$ cat src/design/iprc_consts.svh
// Constants for the interrupt mask and priority control block
// ============================================================
// Operation
// - A source whose mask flag is 1 is never offered for acknowledgment.
// - A source whose mask flag is 0 may be taken as vectored or macro service.
// - Mask words are 16 bits, written as word, low byte, high byte or single bit.
// - Mask word bits and per-source mask flags are one storage; both views change it.
// - Reset loads both mask words with FFFFH, masking every source.
// - Maskable acknowledgment sets the in-service bit of its level until return.
// - Non-maskable acknowledgment sets that source's in-service bit until return.
// - Vectored or hardware switch return clears only the highest set in-service bit.
// - Break return and software switch return leave in-service bits unchanged.
// - In-service register is read-only and resets to 00H.
// - Mode control holds the lowest-level nesting flag, resets to 80H; DI first.
// - A watchdog mode bit orders pin and watchdog non-maskable sources.
// - Watchdog mode is written only by the 4-byte move with complemented bytes.
// - Failed complement check suppresses write, raises operand error at instruction start.
// - Other writes to watchdog mode change nothing and raise no interrupt.
// - Watchdog mode reads anytime and resets to 00H.
// - Vectored entry or break pushes status low and clears enable; returns restore.
// - Context switch entries save status low in bank, clear enable; returns restore.
// - Reset clears status low to 00H, disabling maskable interrupts.
// - Break and software switch instructions are taken regardless of mask or enable.
// - Break pushes status and PC, clears enable, vectors via 003EH with top nibble 0.
// - Software switch branches via the selected bank and saves status and PC there.
// - Priority field 00 to 11 maps to level 0 (highest) to 3 (lowest).
`ifndef IPRC_CONSTS_SVH
`define IPRC_CONSTS_SVH

// ============================================================
// Register selectors on the core access port
`define IPRC_SEL_MK0 3'h0
`define IPRC_SEL_MK1 3'h1
`define IPRC_SEL_IN_SERVICE_LEVEL 3'h2
`define IPRC_SEL_IMC 3'h3
`define IPRC_SEL_WDM 3'h4
`define IPRC_SEL_STATUS_WORD_LOW 3'h5

// ============================================================
// Reset values
`define IPRC_MK_RESET 16'hFFFF
`define IPRC_IN_SERVICE_LEVEL_RESET 8'h00
`define IPRC_IMC_RESET 8'h80
`define IPRC_WDM_RESET 8'h00
`define IPRC_STATUS_WORD_LOW_RESET 8'h00

// ============================================================
// Field positions and vectors
`define IPRC_NEST_BIT 7
`define IPRC_PRC_BIT 4
`define IPRC_IE_BIT 5
`define IPRC_NMIS_BIT 7
`define IPRC_WDTS_BIT 6
`define IPRC_BRK_VECTOR 16'h003E
`define IPRC_BRK_PC_HIGH 4'h0

`endif

$ cat src/design/iprc_pkg.sv
// Types shared by the interrupt mask and priority control block
package iprc_pkg;

  // ============================================================
  // Write forms on the core access port
  typedef enum logic [1:0] {
    WK_WORD = 2'b00,
    WK_LOW = 2'b01,
    WK_HIGH = 2'b10,
    WK_BIT = 2'b11
  } iprc_wkind_t;

  // ============================================================
  // Return and restore instruction kinds
  typedef enum logic [2:0] {
    RK_VEC = 3'b000,
    RK_HW_CS = 3'b001,
    RK_BRK = 3'b010,
    RK_SW_CS = 3'b011,
    RK_POP = 3'b100
  } iprc_ret_t;

endpackage

$ cat src/design/iprc_top.sv
// Interrupt mask, in-service priority, mode, watchdog mode and status-low control
`timescale 1ns/1ps
`include "iprc_consts.svh"

module iprc_top (
  input wire logic clk_i,
  input wire logic reset_n_i,
  input wire logic sfr_wr_i,
  input wire logic [2:0] sfr_sel_i,
  input wire iprc_pkg::iprc_wkind_t sfr_kind_i,
  input wire logic [3:0] sfr_bit_i,
  input wire logic [15:0] sfr_wdata_i,
  output logic [15:0] sfr_rdata_o,
  input wire logic mask_src_wr_i,
  input wire logic [4:0] mask_src_idx_i,
  input wire logic mask_src_val_i,
  input wire logic [31:0] irq_req_i,
  output logic [31:0] irq_eligible_o,
  input wire logic ack_mask_i,
  input wire logic [1:0] ack_level_i,
  input wire logic ack_cs_i,
  input wire logic ack_nmi_i,
  input wire logic ack_nmi_wdt_i,
  input wire logic brk_i,
  input wire logic software_context_switch_instruction_i,
  input wire logic [2:0] software_context_switch_instruction_bank_i,
  input wire logic ret_i,
  input wire iprc_pkg::iprc_ret_t ret_kind_i,
  input wire logic [7:0] restore_data_i,
  input wire logic wdm_ded_i,
  input wire logic [7:0] wdm_op3_i,
  input wire logic [7:0] wdm_op4_i,
  input wire logic [19:0] instr_addr_i,
  output logic [7:0] in_service_level_o,
  output logic nest_lowest_o,
  output logic nmi_order_o,
  output logic ie_o,
  output logic psw_push_o,
  output logic psw_bank_save_o,
  output logic [7:0] psw_save_data_o,
  output logic [2:0] bank_sel_o,
  output logic vector_load_o,
  output logic [15:0] vector_addr_o,
  output logic [3:0] pc_high_o,
  output logic op_err_o,
  output logic [19:0] op_err_pc_o
);
  import iprc_pkg::*;

  // ============================================================
  // Helpers
  function automatic logic [15:0] iprc_merge(input logic [15:0] old, input iprc_wkind_t k,
                                             input logic [3:0] b, input logic [15:0] d);
    logic [15:0] r;
    r = old;
    case (k)
      WK_WORD: r = d;
      WK_LOW: r[7:0] = d[7:0];
      WK_HIGH: r[15:8] = d[7:0];
      WK_BIT: r[b] = d[0];
      default: r = old;
    endcase
    return r;
  endfunction

  // Highest-priority set bit; the non-maskable pair outranks all maskable levels
  function automatic logic [7:0] iprc_top_bit(input logic [7:0] s, input logic nonmaskable_order_select);
    logic [7:0] r;
    r = 8'h00;
    if (nonmaskable_order_select && s[`IPRC_WDTS_BIT]) begin
      r[`IPRC_WDTS_BIT] = 1'b1;
    end else if (s[`IPRC_NMIS_BIT]) begin
      r[`IPRC_NMIS_BIT] = 1'b1;
    end else if (s[`IPRC_WDTS_BIT]) begin
      r[`IPRC_WDTS_BIT] = 1'b1;
    end else if (s[0]) begin
      r[0] = 1'b1;
    end else if (s[1]) begin
      r[1] = 1'b1;
    end else if (s[2]) begin
      r[2] = 1'b1;
    end else if (s[3]) begin
      r[3] = 1'b1;
    end
    return r;
  endfunction

  // ============================================================
  // State
  logic [31:0] mask_reg;
  logic [7:0] in_service_level_reg;
  logic [7:0] imc_reg;
  logic [7:0] wdm_reg;
  logic [7:0] status_word_low_reg;
  logic [31:0] mask_next;
  logic [7:0] in_service_level_next;
  logic [7:0] imc_next;
  logic [7:0] wdm_next;
  logic [7:0] status_word_low_next;
  logic [15:0] rdata_next;

  // ============================================================
  // Decode
  wire wr_mk0 = sfr_wr_i && (sfr_sel_i == `IPRC_SEL_MK0);
  wire wr_mk1 = sfr_wr_i && (sfr_sel_i == `IPRC_SEL_MK1);
  wire wr_imc = sfr_wr_i && (sfr_sel_i == `IPRC_SEL_IMC);
  wire wr_status_word_low = sfr_wr_i && (sfr_sel_i == `IPRC_SEL_STATUS_WORD_LOW);
  wire [15:0] mk0_w = iprc_merge(mask_reg[15:0], sfr_kind_i, sfr_bit_i, sfr_wdata_i);
  wire [15:0] mk1_w = iprc_merge(mask_reg[31:16], sfr_kind_i, sfr_bit_i, sfr_wdata_i);
  wire [15:0] imc_w = iprc_merge({8'h00, imc_reg}, sfr_kind_i, sfr_bit_i, sfr_wdata_i);
  wire [15:0] status_word_low_w = iprc_merge({8'h00, status_word_low_reg}, sfr_kind_i, sfr_bit_i, sfr_wdata_i);
  wire [31:0] mask_view = {wr_mk1 ? mk1_w : mask_reg[31:16], wr_mk0 ? mk0_w : mask_reg[15:0]};

  // ============================================================
  // Mask storage: one flop per source serves both views
  genvar gi;
  generate
    for (gi = 0; gi < 32; gi++) begin : g_mask
      assign mask_next[gi] = (mask_src_wr_i && mask_src_idx_i == 5'(gi)) ?
                             mask_src_val_i : mask_view[gi];
    end
  endgenerate

  // Masked sources are withheld; macro service and vectored use the same gate
  wire [31:0] eligible_next = irq_req_i & ~mask_reg;

  // ============================================================
  // In-service levels: set wins over the return clear in the same cycle
  wire [7:0] lvl_set = ack_mask_i ? (8'h01 << ack_level_i) : 8'h00;
  wire [7:0] nmi_set = !ack_nmi_i ? 8'h00 :
                       (ack_nmi_wdt_i ? (8'h01 << `IPRC_WDTS_BIT) :
                                        (8'h01 << `IPRC_NMIS_BIT));
  wire ret_clears = ret_i && (ret_kind_i == RK_VEC || ret_kind_i == RK_HW_CS);
  wire [7:0] in_service_level_clr = ret_clears ? iprc_top_bit(in_service_level_reg, wdm_reg[`IPRC_PRC_BIT]) : 8'h00;
  // Software writes never reach this register
  assign in_service_level_next = (in_service_level_reg & ~in_service_level_clr) | lvl_set | nmi_set;

  // ============================================================
  // Mode control and watchdog mode
  assign imc_next = wr_imc ? imc_w[7:0] : imc_reg;
  wire wdm_match = (wdm_op3_i == ~wdm_op4_i);
  // Only the dedicated move reaches the register; ordinary writes fall away
  assign wdm_next = (wdm_ded_i && wdm_match) ? wdm_op3_i : wdm_reg;
  wire op_err_next = wdm_ded_i && !wdm_match;

  // ============================================================
  // Status low: entry clear beats restore, restore beats a plain write
  wire vec_entry = ack_mask_i && !ack_cs_i;
  wire cs_entry = ack_mask_i && ack_cs_i;
  wire push_next = vec_entry || brk_i;
  wire bank_next = cs_entry || software_context_switch_instruction_i;
  wire entry_any = push_next || bank_next;
  wire [7:0] status_word_low_clr_ie = status_word_low_reg & ~(8'h01 << `IPRC_IE_BIT);
  always_comb begin
    status_word_low_next = status_word_low_reg;
    if (entry_any) begin
      status_word_low_next = status_word_low_clr_ie;
    end else if (ret_i) begin
      status_word_low_next = restore_data_i;
    end else if (wr_status_word_low) begin
      status_word_low_next = status_word_low_w[7:0];
    end
  end

  // ============================================================
  // Read path
  always_comb begin
    case (sfr_sel_i)
      `IPRC_SEL_MK0: rdata_next = mask_reg[15:0];
      `IPRC_SEL_MK1: rdata_next = mask_reg[31:16];
      `IPRC_SEL_IN_SERVICE_LEVEL: rdata_next = {8'h00, in_service_level_reg};
      `IPRC_SEL_IMC: rdata_next = {8'h00, imc_reg};
      `IPRC_SEL_WDM: rdata_next = {8'h00, wdm_reg};
      `IPRC_SEL_STATUS_WORD_LOW: rdata_next = {8'h00, status_word_low_reg};
      default: rdata_next = 16'h0000;
    endcase
  end

  // ============================================================
  // Registers
  always_ff @(posedge clk_i or negedge reset_n_i) begin
    if (!reset_n_i) begin
      mask_reg <= {`IPRC_MK_RESET, `IPRC_MK_RESET};
      in_service_level_reg <= `IPRC_IN_SERVICE_LEVEL_RESET;
      imc_reg <= `IPRC_IMC_RESET;
      wdm_reg <= `IPRC_WDM_RESET;
      status_word_low_reg <= `IPRC_STATUS_WORD_LOW_RESET;
    end else begin
      mask_reg <= mask_next;
      in_service_level_reg <= in_service_level_next;
      imc_reg <= imc_next;
      wdm_reg <= wdm_next;
      status_word_low_reg <= status_word_low_next;
    end
  end

  always_ff @(posedge clk_i or negedge reset_n_i) begin
    if (!reset_n_i) begin
      sfr_rdata_o <= 16'h0000;
      irq_eligible_o <= 32'h0000_0000;
      psw_push_o <= 1'b0;
      psw_bank_save_o <= 1'b0;
      psw_save_data_o <= 8'h00;
      bank_sel_o <= 3'h0;
      op_err_o <= 1'b0;
      op_err_pc_o <= 20'h00000;
    end else begin
      sfr_rdata_o <= rdata_next;
      irq_eligible_o <= eligible_next;
      psw_push_o <= push_next;
      psw_bank_save_o <= bank_next;
      psw_save_data_o <= status_word_low_reg;
      bank_sel_o <= software_context_switch_instruction_i ? software_context_switch_instruction_bank_i : bank_sel_o;
      op_err_o <= op_err_next;
      op_err_pc_o <= op_err_next ? instr_addr_i : op_err_pc_o;
    end
  end

  always_ff @(posedge clk_i or negedge reset_n_i) begin
    if (!reset_n_i) begin
      vector_load_o <= 1'b0;
      vector_addr_o <= 16'h0000;
      pc_high_o <= 4'h0;
    end else begin
      vector_load_o <= brk_i;
      vector_addr_o <= brk_i ? `IPRC_BRK_VECTOR : vector_addr_o;
      pc_high_o <= `IPRC_BRK_PC_HIGH;
    end
  end

  assign in_service_level_o = in_service_level_reg;
  assign nest_lowest_o = imc_reg[`IPRC_NEST_BIT];
  assign nmi_order_o = wdm_reg[`IPRC_PRC_BIT];
  assign ie_o = status_word_low_reg[`IPRC_IE_BIT];
endmodule

$ cat config.mk
export PLATFORM = sky130hd
export DESIGN_NAME = iprc_top
export DESIGN_NICKNAME = d
export VERILOG_FILES = /design/src/design/iprc_pkg.sv /design/src/design/iprc_top.sv
export VERILOG_INCLUDE_DIRS = /design/src /design/src/design
export SDC_FILE = /design/constraint.sdc
export NUM_CORES = 1
export LEC_CHECK = 0
export BUFFER_PORTS_ARGS = -buffer_cell sky130_fd_sc_hd__clkbuf_2
export CORE_UTILIZATION = 55
export CTS_BUF_LIST = sky130_fd_sc_hd__clkbuf_16
export DETAILED_ROUTE_END_ITERATION = 6
export PLACE_DENSITY = 0.9
export SYNTH_ARGS = -nofsm -noshare
export SYNTH_HDL_FRONTEND = slang
export SYNTH_SLANG_ARGS = --single-unit
$ cat constraint.sdc
create_clock -name clk_i -period 3.2 [get_ports clk_i]
set_clock_uncertainty 0.1 [all_clocks]
set_input_delay 0.32 -clock clk_i [delete_from_list [all_inputs] [get_ports clk_i]]
set_output_delay 0.32 -clock clk_i [all_outputs]
set_load 0.05 [all_outputs]
After elaboration in Yosys (flattened, before gate mapping) --
Index checks and enable logic that the tools add are counted. Widths: inputs -> output; s select.
Storage, ports and cells: logic and storage cells 326, bits of input ports 127, output and inout bits 114, bits in registers 148
Cells by class: shifts and indexed selects 1, $lt $le $gt $ge 2, multiplexer cells 69, bitwise gates (word level) 8, reductions and logical operators 158, eq/ne operators 41
Operator list (count):
- $pmux 16 s6 | 1
- $eq 5x5->1 const B | 16
- $reduce_and 2->1 | 34
- $reduce_bool 2->1 | 34
- $reduce_bool 4->1 | 17
- $bwmux 16 | 4
- $pmux 8 s2 | 4
- $reduce_bool 3->1 | 18
- $mux 8 | 6
- $pmux 8 s3 | 2
- $logic_and 1x1->1 | 43
- $mux 1 | 43
- $eq 5x4->1 const B | 8
- $and 32x32->32 | 1
- $mux 16 | 2
- $not 32->32 | 1
- $eq 5x3->1 const B | 4
- $not 8->8 | 2
- $or 8x8->8 | 2
- $mux 4 | 3
- $eq 5x2->1 const B | 2
- $and 8x8->8 | 1
- $eq 8x8->1 | 1
- $shl 1x2->8 const A | 1
- other kinds (20) | 29

Depth between registers and ports, before layout --
depth after elaboration 12, gate-level depth with buffers 7, depth with buffers taken out 4

Worst setup path before layout --
Ideal clock, no wire load.
path type reg2reg, start point register in_service_level_reg[7], in the netlist in_service_level_o[7], end point register in_service_level_reg[3], in the netlist in_service_level_o[3], setup time 0.130 ns, setup slack 1.447 ns, required time 2.970 ns, buffers on the path 0, cell stages (with the launch flop) 5, clock period less this slack 1.753 ns, data arrival time 1.524 ns, path through dfrtp_1 > or3_1 > or3_1 > o21ai_0 > o21ai_0
On the way: longest elaborated chain between the ends 7
RTL lines:
- start, declared | RTL line iprc_top.sv:91 | logic [7:0] in_service_level_reg;
- start signal, assigned | RTL line iprc_top.sv:184 | in_service_level_reg <= `IPRC_IN_SERVICE_LEVEL_RESET;
- start signal, assigned | RTL line iprc_top.sv:190 | in_service_level_reg <= in_service_level_next;
- $mux 4 | RTL line iprc_top.sv:72 | end else if (s[`IPRC_NMIS_BIT]) begin
- $mux 4 | RTL line iprc_top.sv:70 | if (nonmaskable_order_select && s[`IPRC_WDTS_BIT]) begin
- $mux 8 | RTL line iprc_top.sv:134 | wire [7:0] in_service_level_clr = ret_clears ? iprc_top_bit(in_service_level_reg, wdm_reg[`IPRC_PRC_BIT]) : 8' ...
- $not 8->8 | RTL line iprc_top.sv:136 | assign in_service_level_next = (in_service_level_reg & ~in_service_level_clr) | lvl_set | nmi_set;
- $and 8x8->8 | RTL line iprc_top.sv:136
- $or 8x8->8 (2 in series) | RTL line iprc_top.sv:136
- named net in_service_level_next[3] | RTL line iprc_top.sv:96 | logic [7:0] in_service_level_next;
The timed path passes the listed nets, and every way through them passes these cells. A chain may end at the register's enable or synchronous reset.

Worst setup path after layout --
start point input port brk_i, end point register status_word_low_reg[7]
On the way: longest elaborated chain between the ends 4
RTL lines:
- start, declared | RTL line iprc_top.sv:24 | input wire logic brk_i,
- $logic_or 1x1->1 | RTL line iprc_top.sv:150 | wire push_next = vec_entry || brk_i;
- $logic_or 1x1->1 | RTL line iprc_top.sv:152 | wire entry_any = push_next || bank_next;
- $not 1->1 (no line)
- $reduce_and 3->1 (no line)
- end signal, assigned | RTL line iprc_top.sv:187 | status_word_low_reg <= `IPRC_STATUS_WORD_LOW_RESET;
- end signal, assigned | RTL line iprc_top.sv:193 | status_word_low_reg <= status_word_low_next;
- end, declared | RTL line iprc_top.sv:94 | logic [7:0] status_word_low_reg;
Every way passes these cells.

==> impl_results.md <==
- Clock network latency to the later pin of the worst-skew pair: 420 ps
- Syn_area_per_cell: 11.0 µm²
- Initial antenna violation count: 0
- H-tree levels: 4
- Wire length of the first global-routing pass: 29600 µm
- Count of cell types in the netlist: 59
- Post-route standard cell area excluding fillers: 8950 µm²
- Top flip-flop cell by instance count after synthesis: dfrtp_1
- Total power density per cell area: 646 nW/µm²
- Nets@finish: 993
- Remaining routing DRC violations: 0
- Top cells by area in the synthesized netlist: dfrtp_1 (39%), dfstp_2 (12%), mux2_2 (6.6%), mux2i_1 (4.2%), nor2b_1 (3.9%)
- TNS Setup: 0 ps
- Filler cell count: 922
- Overall track demand over capacity in global routing: 28.8%
- Clock slew at the register clock pins of the worst setup and hold paths: 60 ps
- Layout overhead on the synthesized area: 22.4%
- Root Driver: clkbuf_16
- Number of synthesized register bits: 146
- Origin of the critical flop-to-flop path: in_service_level_o[7]
- Start point of the critical path: brk_i
- Ratio of cells with drive above 1 in the final layout: 41.8%
- Highest clock frequency the design can meet: 498 MHz
- Most common cell in the netlist: dfrtp_1
- Transition time of the tightest slew-check pin: 1020 ps
- Count of endpoints failing setup in the final report: 0
- Detail Placement HPWL: 13800 µm
- Drt total wl: 19200 µm
- Average wire length per cell after detail routing: 18.2 µm
- Buffers from clock root to sink, at most: 2
- Routed vias: 6154
- CP max stage delay: 530 ps
- Crit Path Class: in2reg
- Vias in the first global route: 5974
- Area of the die: 13800 µm²
- Async set-or-reset flop fraction in the synthesized netlist: 100%
- Pin count of the biggest net entering global routing: 111
- Start point of the worst min-delay path: ack_nmi_wdt_i
- Number of buffers added by the clock tree synthesis step: 17
- Overall die width: 117 µm
- 1st-iter DRT viols: 666
- Slew headroom: 31.7%
- Post-route core utilization: 70.1%
- Number of max-cap violations: 0
- Number of flops mapped to enable cells by yosys: 0
- Initial core utilization: 57.2%
- Vias per Instance: 5.86
- Run status: complete, no violations
- Number of clock sinks: 146
- Sequential fraction of the synthesis area: 50.6%
- Clock tree from TritonCTS: done
- Area share of the leading cell type in the synthesized netlist: 38.7%
- Cell at the slowest stage of the critical path: dlygate4sd3_1
- List of cells traversed by the critical path: dlygate4sd3_1, clkbuf_2, or3_1, nor3_1, mux2_2
- Total standard cell area after synthesis: 7310 µm²
- Footprint of the flip-flops and latches: 3690 µm²
- Top post-synthesis cells by count: dfrtp_1 (113), nor2b_1 (46), o21ai_0 (46)
- Largest fanout on the critical path: 8
- Core Rows: 41
- Area taken by multi-input logic gates: 3270 µm²
- GRT Residual Overflow: 0
- Data arrival time at the worst-slack endpoint: 2210 ps
- Crit end category: flop
- Post-detailed-placement cell area: 8380 µm²
- VDD IR max: 322 µV
- Worst setup slack after layout: 1190 ps
- Ant. Diodes: 0
- Cell type with the highest aggregate area in the netlist: dfrtp_1
- Type of element launching the critical path: input port
- Port Buffer Count: 222
- Gate count after technology mapping: 662
- Crit-path leading delay family: simple AND/OR/NAND/NOR gates
- Io pins: 241
- Count of yosys warnings during synthesis: 0
- Count of TritonRoute iterations in the first routing pass: 6
- Setup repair after global routing missed its margin: false
- Core Area: 12800 µm²
- Count of final hold-check violations: 0
- Final Max Slew Viols: 0
- Buf+Inv Stages, Crit Path: 2
- Class of the tightest hold or removal check: in2reg
- Final Critical Period: 2010 ps
- Endpoint required time on the critical path: 3410 ps
- Worst setup slack before clock tree synthesis: 870 ps
- Final weighted congestion of routability-driven global placement: 0.903
- Die outline height: 117 µm
- Number of nets with antenna violations after detailed routing: 0
- Period utilization: 62.8%
- Leakage power figure: 4.27 nW
area by class of cell:
type / count / area share, %
timing repair buffer: 230 / 13.2
clock buffer: 17 / 4.75
multi-input combinational: 459 / 36.5
tap: 172 / 2.40
inverter: 12 / 0.503
clock inverter: 15 / 1.34
sequential: 146 / 41.3
final timing paths:
kind / endpoint / slack [ps] / cells after the start
worst max-delay path: status_word_low_reg[7] / 1190 / 5
worst min-delay path: in_service_level_o[7] / 10 / 2
worst max register to register: in_service_level_o[3] / 1550 / 4
worst min register to register: psw_save_data_o[4] / 300 / 0
max in group asynchronous: wdm_reg[5] / 1650 / 3
min in group asynchronous: irq_eligible_o[10] / 490 / 2
cells by family after synthesis:
kind of cell	share of synthesized area (%)
AOI/OAI and AO/OA	13.1
muxes	12.4
xor gates and xnor gates	0.959
other	0.0513
DFF	50.6
and+or+nand+nor	17.3
buffers and inverters	5.58
worst register-to-register path, stage by stage, from the launching register on:
cell and delay (ps):
dfrtp_1 440, or3_1 400, or3_1 330, o21ai_0 160
o21ai_0 100
metal layers:
layer	part of all wire (%)	track usage, %	vias up
met2	49	46.1	364
li1	-	-	2770
met4	3.5	16.5	0
met3	7.9	6.08	59
met5	0	0	-
met1	40	36.4	2961
through the flow:
| step | hold WS [ps] | power, mW | std cells |
|---|---|---|---|
| finish | 13.4 | 5.78 | 1051 |
| global placement | 279 | 3.92 | 1017 |
| global route | 1.02 | 6.03 | 1051 |
| floorplan | -75.6 | 3.51 | 678 |
| CTS | 2.04 | 5.79 | 1051 |
| detailed placement | 280 | 3.97 | 1017 |
what timing repair did:
item	in CTS	in global routing
buffers inserted	0	0
hold buffers	2	0
resized for setup	0	0
endpoints found under the hold margin	75	0
where the power goes:
part / total [mW] / internal, mW / switching, mW / leakage (nW)
combinational: 1.48 / 0.452 / 1.03 / 2.26
clock: 1.82 / 1.06 / 0.767 / 0.263
sequential: 2.47 / 2.24 / 0.229 / 1.74
cell usage in the layout (no fill, tap or decap), drive strengths merged, types with 8 or more instances in the layout:
cell / instances
conb: 17
nor3b: 13
o211a: 16
dfrtp: 113
nor3: 14
clkbuf: 238
a22oi: 11
a21oi: 12
nand3: 8
nor2: 32
inv: 15
or2: 21
mux2i: 31
nor2b: 47
mux2: 43
a31oi: 16
nand2: 30
dfstp: 33
xnor2: 8
o22ai: 37
o21ai: 47
(Power assumes the default switching activity.)
